### src/core/gpel_pkg.sv
package gpel_pkg;
  // ----------------------------------------
  // geometry and reset values
  // ----------------------------------------
  localparam int unsigned NUM_PINS = 32;
  localparam int unsigned PINS_PER_PORT = 8;
  localparam int unsigned EVT_PORTS = 2;
  localparam logic [7:0] CFG_RESET = 8'h00;
  localparam logic [7:0] MUX_RESET = 8'h00;
  localparam logic [7:0] GCFG_RESET = 8'h00;

  // ----------------------------------------
  // field positions
  // ----------------------------------------
  localparam int unsigned BIT_TYPE = 4;
  localparam int unsigned BIT_LOCK = 3;
  localparam int unsigned BIT_MUXLOCK = 7;

  // ----------------------------------------
  // register map (byte addresses)
  // ----------------------------------------
  localparam logic [11:0] ADDR_SEL = 12'h000;
  localparam logic [11:0] ADDR_CFG = 12'h004;
  localparam logic [11:0] ADDR_MUX = 12'h008;
  localparam logic [11:0] ADDR_GCFG = 12'h00C;
  localparam logic [11:0] ADDR_STAT = 12'h010;
  localparam logic [11:0] ADDR_CLR = 12'h014;
  localparam logic [11:0] ADDR_IEN = 12'h018;
  localparam logic [11:0] ADDR_LEVEL = 12'h01C;
  localparam logic [11:0] ADDR_LOCKED = 12'h020;

  // ----------------------------------------
  // status bits
  // ----------------------------------------
  localparam int unsigned ST_LOCKED = 0;
  localparam int unsigned ST_REFUSED = 1;
  localparam int unsigned ST_MUXLOCKED = 2;
  localparam int unsigned NUM_ST = 3;

  typedef struct packed {
    logic wr;
    logic [11:0] addr;
    logic [31:0] data;
  } gpel_req_t;
endpackage

### src/core/gpel_cfg_cell.sv
`timescale 1ns/1ps
module gpel_cfg_cell #(
  parameter bit HAS_EVT = 1'b1
) (
  input wire logic clk,
  input wire logic rstn,
  input wire logic wr_en,
  input wire logic [7:0] wr_data,
  output logic [7:0] cfg,
  output logic refused
);
  logic [7:0] cfg_q;

  // locked cells refuse writes until reset clears them
  always_ff @(posedge clk or negedge rstn) begin
    if (!rstn) begin
      cfg_q <= gpel_pkg::CFG_RESET; // RL1
    end else if (wr_en && !cfg_q[gpel_pkg::BIT_LOCK]) begin // RL5
      cfg_q <= wr_data;
      cfg_q[gpel_pkg::BIT_LOCK] <= wr_data[gpel_pkg::BIT_LOCK]; // RL3
      if (!HAS_EVT) begin
        cfg_q[gpel_pkg::BIT_TYPE] <= 1'b0; // RL2
      end
    end
  end

  assign cfg = cfg_q;
  assign refused = wr_en && cfg_q[gpel_pkg::BIT_LOCK];

  chk_lock_sticky: assert property (@(posedge clk) disable iff (!rstn) // RL3
    cfg_q[gpel_pkg::BIT_LOCK] |=> cfg_q[gpel_pkg::BIT_LOCK])
    else $error("lock bit cleared without reset");
  chk_locked_frozen: assert property (@(posedge clk) disable iff (!rstn) // RL5
    cfg_q[gpel_pkg::BIT_LOCK] |=> $stable(cfg_q))
    else $error("locked configuration changed");
  chk_reserved_zero: assert property (@(posedge clk) disable iff (!rstn) // RL2
    !HAS_EVT |-> !cfg_q[gpel_pkg::BIT_TYPE])
    else $error("reserved type bit set");
endmodule

### src/core/gpel_top.sv
`timescale 1ns/1ps
// How it works
// RL1: bit 4 selects edge or level, edge default
// RL2: ports 2 and 3 type bit reads zero
// RL3: lock bit sticks until reset
// RL4: mux changeable until global mux lock
// RL5: locked pin ignores configuration writes
module gpel_top (
  input wire logic clk,
  input wire logic rstn,
  input wire logic psel,
  input wire logic penable,
  input wire logic pwrite,
  input wire logic [11:0] paddr,
  input wire logic [31:0] pwdata,
  output logic [31:0] prdata,
  output logic pready,
  output logic pslverr,
  output logic [31:0] evt_level,
  output logic [31:0] pin_locked,
  output logic [31:0] mux_sel,
  output logic irq
);
  localparam int N = gpel_pkg::NUM_PINS;
  localparam logic [4:0] EVT_PINS = 5'(gpel_pkg::EVT_PORTS * gpel_pkg::PINS_PER_PORT);

  // ----------------------------------------
  // bus decode
  // ----------------------------------------
  gpel_pkg::gpel_req_t req;
  logic acc;
  logic [4:0] sel_q;
  logic [7:0] cfg [N];
  logic [N-1:0] refused;
  logic [N-1:0] mux_q;
  logic [7:0] gcfg_q;
  logic [gpel_pkg::NUM_ST-1:0] stat_q;
  logic [gpel_pkg::NUM_ST-1:0] ien_q;
  logic [31:0] rdata_d;
  logic [31:0] prdata_q;
  logic mux_locked;
  logic mapped;

  assign req = '{wr: pwrite, addr: paddr, data: pwdata};
  assign acc = psel && penable;
  assign pready = 1'b1;
  assign mux_locked = gcfg_q[gpel_pkg::BIT_MUXLOCK];

  function automatic logic hit(input logic [11:0] a, input logic [11:0] r);
    return a == r;
  endfunction

  always_comb begin
    mapped = 1'b1;
    rdata_d = 32'h0000_0000;
    case (req.addr)
      gpel_pkg::ADDR_SEL: rdata_d = {27'h0, sel_q};
      gpel_pkg::ADDR_CFG: rdata_d = {24'h0, cfg[sel_q]};
      gpel_pkg::ADDR_MUX: rdata_d = mux_q;
      gpel_pkg::ADDR_GCFG: rdata_d = {24'h0, gcfg_q};
      gpel_pkg::ADDR_STAT: rdata_d = {29'h0, stat_q};
      gpel_pkg::ADDR_CLR: rdata_d = 32'h0000_0000;
      gpel_pkg::ADDR_IEN: rdata_d = {29'h0, ien_q};
      gpel_pkg::ADDR_LEVEL: rdata_d = evt_level;
      gpel_pkg::ADDR_LOCKED: rdata_d = pin_locked;
      default: mapped = 1'b0;
    endcase
  end

  // read data is caught in the setup cycle, so prdata comes from a flop with no wait state
  // an event landing in the setup or access cycle of a read shows on the next read
  always_ff @(posedge clk or negedge rstn) begin
    if (!rstn) begin
      prdata_q <= 32'h0000_0000;
    end else if (psel && !penable && !req.wr) begin
      prdata_q <= rdata_d;
    end else begin
      prdata_q <= 32'h0000_0000;
    end
  end
  assign prdata = prdata_q;
  assign pslverr = acc && !mapped;

  // ----------------------------------------
  // pin index and per-pin cells
  // ----------------------------------------
  always_ff @(posedge clk or negedge rstn) begin
    if (!rstn) begin
      sel_q <= 5'h00;
    end else if (acc && req.wr && hit(req.addr, gpel_pkg::ADDR_SEL)) begin
      sel_q <= req.data[4:0];
    end
  end

  for (genvar i = 0; i < N; i++) begin : g_pin
    gpel_cfg_cell #(
      .HAS_EVT(i < gpel_pkg::EVT_PORTS * gpel_pkg::PINS_PER_PORT)
    ) u_cell (
      .clk(clk),
      .rstn(rstn),
      .wr_en(acc && req.wr && hit(req.addr, gpel_pkg::ADDR_CFG) && sel_q == 5'(i)),
      .wr_data(req.data[7:0]),
      .cfg(cfg[i]),
      .refused(refused[i])
    );
    assign evt_level[i] = cfg[i][gpel_pkg::BIT_TYPE]; // RL1
    assign pin_locked[i] = cfg[i][gpel_pkg::BIT_LOCK];
  end

  // ----------------------------------------
  // multiplexing and its global lock
  // ----------------------------------------
  // the mux lock is sticky too, else software could unfreeze pin muxing
  always_ff @(posedge clk or negedge rstn) begin
    if (!rstn) begin
      gcfg_q <= gpel_pkg::GCFG_RESET;
    end else if (acc && req.wr && hit(req.addr, gpel_pkg::ADDR_GCFG)) begin
      gcfg_q <= req.data[7:0] | (gcfg_q & 8'h80);
    end
  end

  always_ff @(posedge clk or negedge rstn) begin
    if (!rstn) begin
      mux_q <= 32'h0000_0000;
    end else if (acc && req.wr && hit(req.addr, gpel_pkg::ADDR_MUX) && !mux_locked) begin // RL4
      mux_q <= req.data;
    end
  end
  assign mux_sel = mux_q;

  // ----------------------------------------
  // interrupts
  // ----------------------------------------
  logic [gpel_pkg::NUM_ST-1:0] ev;
  logic any_lock_q;
  logic mux_lock_q;
  always_ff @(posedge clk or negedge rstn) begin
    if (!rstn) begin
      any_lock_q <= 1'b0;
      mux_lock_q <= 1'b0;
    end else begin
      any_lock_q <= |pin_locked;
      mux_lock_q <= mux_locked;
    end
  end
  assign ev[gpel_pkg::ST_LOCKED] = (|pin_locked) && !any_lock_q;
  assign ev[gpel_pkg::ST_REFUSED] = |refused;
  assign ev[gpel_pkg::ST_MUXLOCKED] = mux_locked && !mux_lock_q;

  // set wins over a clear in the same cycle
  always_ff @(posedge clk or negedge rstn) begin
    if (!rstn) begin
      stat_q <= '0;
    end else if (acc && req.wr && hit(req.addr, gpel_pkg::ADDR_CLR)) begin
      stat_q <= (stat_q & ~req.data[gpel_pkg::NUM_ST-1:0]) | ev;
    end else begin
      stat_q <= stat_q | ev;
    end
  end

  always_ff @(posedge clk or negedge rstn) begin
    if (!rstn) begin
      ien_q <= '0;
    end else if (acc && req.wr && hit(req.addr, gpel_pkg::ADDR_IEN)) begin
      ien_q <= req.data[gpel_pkg::NUM_ST-1:0];
    end
  end

  assign irq = |(stat_q & ien_q);

  // ----------------------------------------
  // checks
  // ----------------------------------------
  chk_mux_frozen: assert property (@(posedge clk) disable iff (!rstn) // RL4
    mux_locked |=> $stable(mux_q))
    else $error("mux changed after global lock");

  chk_mux_open: assert property (@(posedge clk) disable iff (!rstn) // RL4
    acc && req.wr && req.addr == gpel_pkg::ADDR_MUX && !mux_locked
    |=> mux_q == $past(req.data))
    else $error("mux write lost while unlocked");

  chk_mux_sticky: assert property (@(posedge clk) disable iff (!rstn) // RL4
    mux_locked
    |=> mux_locked)
    else $error("global mux lock released");

  chk_mux_lock_set: assert property (@(posedge clk) disable iff (!rstn) // RL4
    acc && req.wr && req.addr == gpel_pkg::ADDR_GCFG && req.data[gpel_pkg::BIT_MUXLOCK]
    |=> mux_locked)
    else $error("global mux lock not set");

  chk_type_out: assert property (@(posedge clk) disable iff (!rstn) // RL1
    acc && req.wr && req.addr == gpel_pkg::ADDR_CFG && sel_q < EVT_PINS && !pin_locked[sel_q]
    |=> evt_level[$past(sel_q)] == $past(req.data[gpel_pkg::BIT_TYPE]))
    else $error("event type not stored");

  chk_hi_type: assert property (@(posedge clk) disable iff (!rstn) // RL2
    evt_level[31:16] == 16'h0000)
    else $error("upper port type bit set");

  chk_type_read: assert property (@(posedge clk) disable iff (!rstn) // RL2
    acc && !req.wr && req.addr == gpel_pkg::ADDR_CFG && sel_q >= EVT_PINS
    |-> !prdata[gpel_pkg::BIT_TYPE])
    else $error("reserved type bit read as one");

  chk_lock_hold: assert property (@(posedge clk) disable iff (!rstn) // RL3
    pin_locked[sel_q] |=> pin_locked[$past(sel_q)])
    else $error("lock released");

  chk_lock_set: assert property (@(posedge clk) disable iff (!rstn) // RL3
    acc && req.wr && req.addr == gpel_pkg::ADDR_CFG && req.data[gpel_pkg::BIT_LOCK]
    |=> pin_locked[$past(sel_q)])
    else $error("lock write not taken");

  chk_refuse_flag: assert property (@(posedge clk) disable iff (!rstn) // RL5
    |refused |=> stat_q[gpel_pkg::ST_REFUSED])
    else $error("refused write not flagged");

  chk_locked_refuse: assert property (@(posedge clk) disable iff (!rstn) // RL5
    acc && req.wr && req.addr == gpel_pkg::ADDR_CFG && pin_locked[sel_q]
    |=> cfg[$past(sel_q)] == $past(cfg[sel_q]))
    else $error("locked pin took a write");
endmodule

### config.mk
export PLATFORM = sky130hd
export DESIGN_NAME = gpel_top
export DESIGN_NICKNAME = d
export VERILOG_FILES = /design/src/core/gpel_pkg.sv /design/src/core/gpel_cfg_cell.sv /design/src/core/gpel_top.sv
export SDC_FILE = /design/constraint.sdc
export NUM_CORES = 1
export LEC_CHECK = 0
export BUFFER_PORTS_ARGS = -buffer_cell sky130_fd_sc_hd__buf_2
export CAP_MARGIN = 10
export CORE_ASPECT_RATIO = 0.7
export CORE_MARGIN = 4
export CORE_UTILIZATION = 40
export DETAILED_ROUTE_END_ITERATION = 8
export GPL_TIMING_DRIVEN = 1
export HOLD_SLACK_MARGIN = 0.08
export PLACE_DENSITY_LB_ADDON = 0.05
export SETUP_SLACK_MARGIN = 0.02
export SYNTH_ARGS = -nofsm -noshare
export SYNTH_HDL_FRONTEND = slang
export SYNTH_SLANG_ARGS = --single-unit
### constraint.sdc
create_clock -name clk -period 2.3 [get_ports clk]
set_clock_uncertainty 0.15 [all_clocks]
set_input_delay 0.69 -clock clk [delete_from_list [all_inputs] [get_ports clk]]
set_output_delay 0.69 -clock clk [all_outputs]
set_load 0.05 [all_outputs]
==> out/results.ini, run 1 <==
[timing]
hold_violations = 0
setup_viol = 215
period_share = 1.139
tightestPinTransition_ns = 0.6634
max_freq_mhz = 381.9
period_needed_ns = 2.619
maxSlewViolCount = 0
setup_ws_ns = -0.3187
slew_headroom = 0.5577
grt_setup_unrepaired = yes

[worst_hold_path]
hold_path.class = in2reg

[drt]
via_count = 11726
drtIter0Drc = 1106
routed_wirelength_um = 55250
drcViolationCount = 0
drt_pass1_iterations = 8
viasPerCell = 5.648
wl_per_cell_um = 26.61
postRouteAntennaNets = 0

[logic_synthesis]
synth_cell_type_count = 55
synthFlopType = dfrtp_1
synth-seq-cells = 325
ys_seq_area_frac = 0.5189
synth_edf_count = 0
syn_area_per_cell_um2 = 13.02
yosys_warnings = 0
async_flop_share = 1.000
syn_area_um2 = 15670
synthCells = 1204

[clock_network]
cts.path.max_buffers = 3
numCtsBuffers = 35
cts_sinks = 325
root_buffer = clkbuf_16
clk_pin_slew_ns = 0.07
cts_tree = yes
clk-insertion-delay-late_ns = 0.54
htreeDepth = 2

[grt]
grt_overflow = 0
grt_usage = 0.2506
antenna_found_initial = 1
grt_pass1_vias = 12010
grt_max_degree = 75
grt_pass1_wl_um = 80610

[run_status]
outcome = complete, but fails checks
violations = negative setup slack

[final_layout]
final_layout_size_suffix_gt1_frac = 0.5939
nNetsFinal = 1572
syn_to_final_growth_pct = 37.67
multi_input_area_um2 = 7880
nFillCells = 3305
diodes = 0
post-route-util = 0.5592
seqCellArea_um2 = 8154

[setup_path]
crit_type = reg2out
crit_required_ns = 1.46
crit_path_max_fanout = 2
worstSetupEndpointType = output pin
crit_arrival_ns = 1.78
crit_path_start_kind = flip-flop

[floorplanning]
start_util = 0.4062
rows = 60
chipHeight_um = 173.6
core_um2 = 38590
die_w_um = 244.6
pin_count = 180
fp.dieArea_um2 = 42470

[place]
dpl_worst_slack_ns = -0.6787
hpwlAfterDp_um = 37800
gp_congestion = 0.9195
portBuffers = 162

[power]
leakage_nw = 10.24
vdd_drop_max_uv = 564.9
powerDensity_nw_per_um2 = 560.2
p_total_mw = 12.09

[flow_run]
maxCapViolations = 0

[cell usage in the layout (no fill, tap or decap), drive strengths merged, types with 9 or more instances in the layout]
| cell | netlist | final |
|---|---|---|
| a21oi | 12 | 12 |
| a221oi | 9 | 9 |
| a222oi | 15 | 15 |
| a22o | 12 | 12 |
| a22oi | 25 | 25 |
| buf | 90 | 412 |
| clkbuf | 67 | 61 |
| conb | 2 | 17 |
| dfrtp | 325 | 325 |
| inv | 10 | 12 |
| mux2 | 264 | 264 |
| mux2i | 44 | 44 |
| mux4 | 41 | 41 |
| nand2 | 46 | 46 |
| nand3 | 16 | 16 |
| nand4 | 9 | 9 |
| nor2 | 45 | 45 |
| nor2b | 13 | 13 |
| nor3 | 15 | 15 |
| nor4 | 13 | 13 |
| o21ai | 22 | 22 |
| o21bai | 28 | 28 |
| o22ai | 9 | 9 |
| or3 | 22 | 22 |
[registers in the layout, summed over array words and instances (netlist names)]
| register | count |
|---|---|
| g_pin.u_cell.cfg | 240 |
| mux_sel | 32 |
| prdata | 32 |
| gcfg_q | 8 |
| sel_q | 5 |
| ien_q | 3 |
| stat_q | 3 |
| any_lock_q | 1 |
| mux_lock_q | 1 |
[cells in the mapped netlist, drive strengths merged, types with 2 or more instances]
master	count	area, µm²
or4	2	15.01
o211ai	2	15.01
a22o	12	105.1
o22ai	9	56.30
a221oi	9	78.83
a31o	5	43.79
or3	22	137.6
a222oi	15	150.1
nand3	16	95.09
mux2i	44	440.4
o21bai	28	210.2
nand4	9	56.30
nor2b	13	81.33
and3	5	31.28
or2	2	12.51
nor2	45	168.9
buf	90	609.3
dfrtp	325	8133
a31oi	5	31.28
conb	2	7.510
nand2	46	175.2
a2111oi	3	26.28
nor3b	2	15.01
and2	6	37.54
a211oi	6	45.04
o2111ai	2	17.52
a21oi	12	60.06
mux2	264	2973
mux4	41	923.4
nor3	15	141.4
nor4	13	108.9
a22oi	25	187.7
clkbuf	67	251.5
o21ai	22	110.1
inv	10	37.53
[repair_timing]
action | in CTS | in global routing
cloned | 4 | 8
endpoints found under the setup margin | 252 | 247
pin swaps | 33 | 48
resized for setup | 218 | 132
hold endpoints to repair | 14 | 0
buffers inserted | 24 | 31
hold buffers | 1 | 0
[worst paths after layout]
check,end,cells after the start,slack (ns),from
max in group asynchronous,g_pin[5].u_cell.cfg[4],3,0.87,rstn
setup reg to reg,prdata[1],8,-0.30,sel_q[1]
min in group asynchronous,g_pin[31].u_cell.cfg[1],2,0.45,rstn
hold reg to reg,mux_lock_q,0,0.23,gcfg_q[7]
setup / recovery,irq,3,-0.32,stat_q[1]
hold / removal,mux_sel[14],2,0.23,pwdata[14]
[cell families after synthesis]
kind of cell / synth area share
AND/OR/NAND/NOR: 0.07073
AO/OA/AOI/OAI: 0.07592
multiplexers: 0.2767
buffers and inverters: 0.05732
flip-flops: 0.5189
other: 0.0004791
[routing by layer]
metal / global-route usage / wire length [µm] / vias up
met4: 0.05417 / 1083 / 0
li1: - / - / 5024
met2: 0.3617 / 23810 / 418
met3: 0.06014 / 3763 / 71
met1: 0.3839 / 26590 / 6213
met5: 0 / 0 / -
[worst max-delay path, stage by stage, from the launching register on]
cell and delay (ns):
dfrtp_1 0.45, a222oi_1 0.49, inv_1 0.12, buf_6 0.18
[through the flow]
step / instances / area [µm²] / TNS (ns) / hold WS (ns)
finish: 2076 / 21580 / -24.09 / 0.2307
global route: 2076 / 21580 / -36.54 / 0.2238
CTS: 2045 / 20680 / -6.232 / 0.2123
detailed placement: 1957 / 18320 / -156.03 / 0.2184
global placement: 1957 / 18320 / -154.01 / 0.2167
floorplan: 1219 / 16030 / -86.77 / 0.2037
[power by group]
group | internal, mW | switching [mW] | total, mW
Combinational | 0.119 | 0.349 | 0.468
Sequential | 5.72 | 0.00157 | 5.72
Clock | 3.48 | 2.42 | 5.90
[cell type report]
class / instances / area share
inverter: 10 / 0.002319
timing repair buffer: 424 / 0.1691
tap: 527 / 0.03056
sequential: 325 / 0.3779
clock buffer: 52 / 0.04819
multi-input combinational: 727 / 0.3652
clock inverter: 11 / 0.006784
Power figures use the tool's default switching activity.
==> inputs of run 2 (changes only) <==
--- a/config.mk
+++ b/config.mk
@@ -9,7 +9,7 @@
 export CAP_MARGIN = 10
 export CORE_ASPECT_RATIO = 0.7
 export CORE_MARGIN = 4
-export CORE_UTILIZATION = 40
+export CORE_UTILIZATION = 35
 export DETAILED_ROUTE_END_ITERATION = 8
 export GPL_TIMING_DRIVEN = 1
 export HOLD_SLACK_MARGIN = 0.08
==> out/results.ini, run 2 (synthesis gave the netlist of run 1 again) <==
[clock_network]
root_buffer = clkbuf_16  ; unchanged
clk_pin_slew_ns = 0.07  ; about the same
cts_sinks = 325  ; unchanged
cts.path.max_buffers = 3  ; unchanged
htreeDepth = 2  ; unchanged
clk-insertion-delay-late_ns = 0.54  ; about the same
numCtsBuffers = 36  ; was 35
cts_tree = yes  ; unchanged

[place]
dpl_worst_slack_ns = -0.8102  ; was -0.6787 ns
portBuffers = 162  ; unchanged
gp_congestion = 0.8570  ; was 0.9195
placed_cells = 2032  ; was 1957
hpwlAfterDp_um = 39030  ; was 37800 µm
dpl_cell_area_um2 = 18490  ; was 18320 µm²

[timing]
final.setup.tns_ns = -11.07  ; was -24.09 ns
period_needed_ns = 2.593  ; was 2.619 ns
slew_headroom = 0.5804  ; was 0.5577
max_freq_mhz = 385.6  ; was 381.9 MHz
grt_setup_unrepaired = yes  ; unchanged
maxSlewViolCount = 0  ; unchanged
hold_violations = 0  ; unchanged
setup_viol = 167  ; was 215
setup_ws_ns = -0.2930  ; was -0.3187 ns
period_share = 1.127  ; was 1.139
tightestPinTransition_ns = 0.6294  ; was 0.6634 ns

[setup_path]
crit_path_start_kind = primary input  ; was flip-flop
crit_start = paddr[0]  ; was stat_q[1]
crit_type = in2out  ; was reg2out
crit_arrival_ns = 1.75  ; was 1.78 ns
r2r_start = sel_q[1]  ; unchanged
crit_path_max_fanout = 3  ; was 2
crit_required_ns = 1.46  ; about the same
worstSetupEndpointType = output pin  ; unchanged

[power]
pwr-share-clk = 0.504  ; was 0.488
pwr-share-comb = 0.038  ; was 0.039
powerDensity_nw_per_um2 = 577.1  ; was 560.2 nW/µm²
swShare = 0.2266  ; was 0.2291
p_seq_frac = 0.458  ; was 0.473
p_switching_mw = 2.830  ; was 2.770 mW
vdd_drop_max_uv = 611.3  ; was 564.9 µV
internal_power_mw = 9.657  ; was 9.319 mW
leakage_nw = 10.29  ; was 10.24 nW

[run_status]
violations = negative setup slack  ; unchanged
outcome = complete, but fails checks  ; unchanged

[drt]
drtIter0Drc = 980  ; was 1106
postRouteAntennaNets = 0  ; unchanged
viasPerCell = 5.412  ; was 5.648
wl_per_cell_um = 26.43  ; was 26.61 µm
routed_wirelength_um = 56640  ; was 55250 µm
drt_pass1_iterations = 5  ; was 8
via_count = 11598  ; was 11726
drcViolationCount = 0  ; unchanged

[final_layout]
final_common_cell = dfrtp_1  ; unchanged
seqCellArea_um2 = 8155  ; was 8154 µm²
final_cell_mix = dfrtp_1, buf_4, buf_2  ; unchanged
largest_reg_flops = 240  ; unchanged
stdcell_area_um2 = 21640  ; was 21580 µm²
syn_to_final_growth_pct = 38.05  ; was 37.67%
nNetsFinal = 1570  ; was 1572
multi_input_area_um2 = 7845  ; was 7880 µm²
final_cells = 2143  ; was 2076
final_layout_size_suffix_gt1_frac = 0.6001  ; was 0.5939
nFillCells = 3920  ; was 3305
post-route-util = 0.4922  ; was 0.5592

[floorplanning]
core_um2 = 43960  ; was 38590 µm²
start_util = 0.3565  ; was 0.4062
die_w_um = 260.9  ; was 244.6 µm
chipHeight_um = 185.1  ; was 173.6 µm
fp.dieArea_um2 = 48290  ; was 42470 µm²
pin_count = 180  ; unchanged
rows = 64  ; was 60

[grt]
grt_overflow = 0  ; unchanged
grt_pass1_vias = 11728  ; was 12010
grt_max_degree = 74  ; was 75
antenna_found_initial = 1  ; unchanged
grt_pass1_wl_um = 81860  ; was 80610 µm
grt_usage = 0.2294  ; was 0.2506

[worst_hold_path]
hold_path.class = reg2reg  ; was in2reg
holdCritStartpoint = gcfg_q[7]  ; was pwdata[14]

[flow_run]
maxCapViolations = 0  ; unchanged

run 2: through the flow:
step | hold WS, ns | power (mW)
after floorplan | 0.2037 | 5.998
after global placement | 0.2046 | 6.282
after detailed placement | 0.2118 | 6.281
after CTS | 0.2246 | 12.63
after global routing | 0.2295 | 12.91
final | 0.2164 | 12.49
run 2: routing by layer:
layer  wire [µm]  global-route usage
met4        1377             0.05557
met5          11                   0
met1       28570              0.3704
met3        3016             0.03663
met2       23670              0.3180
run 2: layout make-up:
type	count	share of cell area
inverters	10	0.002255
clock buffers	53	0.04973
diodes	1	0.0001156
multi-input cells	727	0.3626
well taps	594	0.03435
repair buffers	421	0.1650
clock inverters	12	0.009078
flip-flops and latches	325	0.3769
run 2: path summary, 6_finish.rpt:
kind | endpoint | slack, ns | depth (start not counted)
hold reg to reg | mux_lock_q | 0.22 | 0
setup / recovery | pslverr | -0.29 | 7
setup reg to reg | prdata[7] | -0.18 | 7
hold / removal | mux_lock_q | 0.22 | 0
max in group asynchronous | g_pin[6].u_cell.cfg[6] | 0.83 | 3
min in group asynchronous | g_pin[30].u_cell.cfg[5] | 0.46 | 2
run 2: repair_timing:
item | in CTS | in global routing
pin swaps | 43 | 42
endpoints found under the setup margin | 257 | 265
cloned | 4 | 5
buffers inserted | 25 | 24
resized for setup | 227 | 119
hold endpoints to repair | 21 | 0
hold buffers | 1 | 0
run 2: power groups by stage:
stage / combinational (mW) / sequential, mW / clock [mW]
floorplan: 0.173 / 5.83 / 0
global placement: 0.458 / 5.82 / 0
detailed placement: 0.457 / 5.82 / 0
CTS: 0.475 / 5.72 / 6.43
global route: 0.517 / 5.71 / 6.68
finish: 0.472 / 5.72 / 6.30
run 2: critical path: stages:
cell	delay, ns
buf_6	0.10
nor4_4	0.29
buf_4	0.17
and2_4	0.14
o21ai_2	0.07
and3_4	0.15
buf_8	0.14
==> inputs of run 3 (changes only) <==
--- a/config.mk
+++ b/config.mk
@@ -7,6 +7,8 @@
 export LEC_CHECK = 0
 export BUFFER_PORTS_ARGS = -buffer_cell sky130_fd_sc_hd__buf_2
 export CAP_MARGIN = 10
+export CELL_PAD_IN_SITES_DETAIL_PLACEMENT = 0
+export CELL_PAD_IN_SITES_GLOBAL_PLACEMENT = 1
 export CORE_ASPECT_RATIO = 0.7
 export CORE_MARGIN = 4
 export CORE_UTILIZATION = 35
==> out/results.ini, run 3 (synthesis gave the netlist of run 1 again) <==
[setup_path]
rrSetupSlack_ns = -0.14  ; was -0.18 ns
crit_start = paddr[0]  ; unchanged
crit_end = pslverr  ; unchanged
reg2regPathDepth = 6  ; was 7
worstSetupEndpointType = output pin  ; unchanged
crit_required_ns = 1.46  ; about the same
crit_type = in2out  ; unchanged
r2r_start = sel_q[1]  ; unchanged
crit_arrival_ns = 1.86  ; was 1.75 ns
crit_path_max_fanout = 3  ; unchanged
r2r_end = prdata[7]  ; unchanged
crit_path_start_kind = primary input  ; unchanged

[clock_network]
root_buffer = clkbuf_16  ; unchanged
numCtsBuffers = 36  ; unchanged
cts_tree = yes  ; unchanged
clk-insertion-delay-late_ns = 0.54  ; about the same
clk_pin_slew_ns = 0.06  ; was 0.07 ns
htreeDepth = 2  ; unchanged
cts.path.max_buffers = 3  ; unchanged
cts_sinks = 325  ; unchanged

[drt]
drtIter0Drc = 1056  ; was 980
drt_pass1_iterations = 6  ; was 5
drcViolationCount = 0  ; unchanged
postRouteAntennaNets = 0  ; unchanged
routed_wirelength_um = 56630  ; was 56640 µm
viasPerCell = 5.403  ; was 5.412
via_count = 11637  ; was 11598
wl_per_cell_um = 26.29  ; was 26.43 µm

[final_layout]
nNetsFinal = 1582  ; was 1570
largest_reg_flops = 240  ; unchanged
final_layout_size_suffix_gt1_frac = 0.5927  ; was 0.6001
final_cell_mix = dfrtp_1, buf_4, buf_2  ; unchanged
syn_to_final_growth_pct = 37.45  ; was 38.05%
final_common_cell = dfrtp_1  ; unchanged
final_cells = 2154  ; was 2143

[place]
placed_cells = 2035  ; was 2032
gp_congestion = 0.8725  ; was 0.8570
portBuffers = 162  ; unchanged
hpwlAfterDp_um = 39300  ; was 39030 µm

[timing]
setup_ws_ns = -0.3958  ; was -0.2930 ns
maxSlewViolCount = 0  ; unchanged
tightestPinTransition_ns = 0.6941  ; was 0.6294 ns
period_needed_ns = 2.696  ; was 2.593 ns
hold_violations = 0  ; unchanged
hold_slack_ns = 0.2219  ; was 0.2164 ns
max_freq_mhz = 370.9  ; was 385.6 MHz
grt_setup_unrepaired = yes  ; unchanged
period_share = 1.172  ; was 1.127
slew_headroom = 0.5373  ; was 0.5804
setup_viol = 210  ; was 167

[floorplanning]
core_um2 = 43960  ; unchanged
start_util = 0.3565  ; unchanged
fp.dieArea_um2 = 48290  ; unchanged
chipHeight_um = 185.1  ; unchanged
pin_count = 180  ; unchanged
die_w_um = 260.9  ; unchanged
rows = 64  ; unchanged

[grt]
grt_pass1_vias = 11813  ; was 11728
grt_pass1_wl_um = 82870  ; was 81860 µm
grt_overflow = 0  ; unchanged
grt_max_degree = 54  ; was 74
antenna_found_initial = 0  ; was 1
grt_usage = 0.2310  ; was 0.2294

[run_status]
violations = negative setup slack  ; unchanged
outcome = complete, but fails checks  ; unchanged

[power]
vdd_drop_max_uv = 470.7  ; was 611.3 µV
powerDensity_nw_per_um2 = 560.9  ; was 577.1 nW/µm²
leakage_nw = 10.19  ; was 10.29 nW

[flow_run]
maxCapViolations = 0  ; unchanged

[worst_hold_path]
hold_path.class = reg2reg  ; unchanged

[run 3: how the worst min path moves through the flow]
stage	from	to	slack (ns)	cells after the start
after floorplan	gcfg_q[7]	mux_lock_q	0.20	0
after global placement	gcfg_q[7]	mux_lock_q	0.21	0
after detailed placement	gcfg_q[7]	mux_lock_q	0.21	0
after CTS	pwdata[30]	mux_sel[30]	0.21	2
after global routing	pwdata[23]	mux_sel[23]	0.22	2
final	gcfg_q[7]	mux_lock_q	0.22	0
[run 3: what timing repair did]
item / CTS / global route
hold buffers: 1 / 0
setup buffers: 41 / 26
setup endpoints to repair: 251 / 273
gates cloned: 6 / 2
resized for setup: 238 / 108
hold endpoints to repair: 26 / 0
pin swaps: 43 / 44
[run 3: per-layer routing]
layer	global-route usage	routed length [µm]	vias to the layer above
met3	0.02870	2963	54
li1	-	-	5038
met1	0.3683	28030	6215
met2	0.3389	24740	330
met4	0.04205	903	0
met5	0	0	-
[run 3: stage by stage]
step | worst slack (ns) | util | area, µm² | TNS (ns) | total power [mW]
5_1_grt | -0.4283 | 0.4900 | 21540 | -30.62 | 12.52
6_report | -0.3958 | 0.4900 | 21540 | -21.49 | 12.08
3_5_place_dp | -0.7479 | 0.4211 | 18510 | -172.10 | 6.290
3_3_place_gp | -0.7224 | 0.4211 | 18510 | -164.30 | 6.292
4_1_cts | -0.4022 | 0.4804 | 21120 | -16.06 | 12.21
2_1_floorplan | -0.4488 | - | 16030 | -86.77 | 5.998
[run 3: critical path, stage by stage]
cell	delay, ns
buf_6	0.10
nor4_4	0.32
buf_4	0.18
and2_4	0.14
buf_6	0.09
o21ai_2	0.05
and3_4	0.15
buf_8	0.14
[run 3: cell type report]
type | instances | area (µm²)
fill | 3909 | 22420
inverter | 10 | 37.54
antenna | 1 | 2.502
multi-input combinational | 727 | 7835
sequential | 325 | 8153
timing repair buffer | 433 | 3601
tap | 594 | 743.2
clock inverter | 11 | 125.1
clock buffer | 53 | 1046
[run 3: power breakdown]
group | total, mW | switching (mW) | internal (mW) | leakage [nW]
Clock | 5.88 | 2.48 | 3.40 | 0.569
Sequential | 5.72 | 0.00119 | 5.72 | 4.49
Combinational | 0.483 | 0.353 | 0.130 | 5.13
Total | 12.1 | 2.84 | 9.25 | 10.2
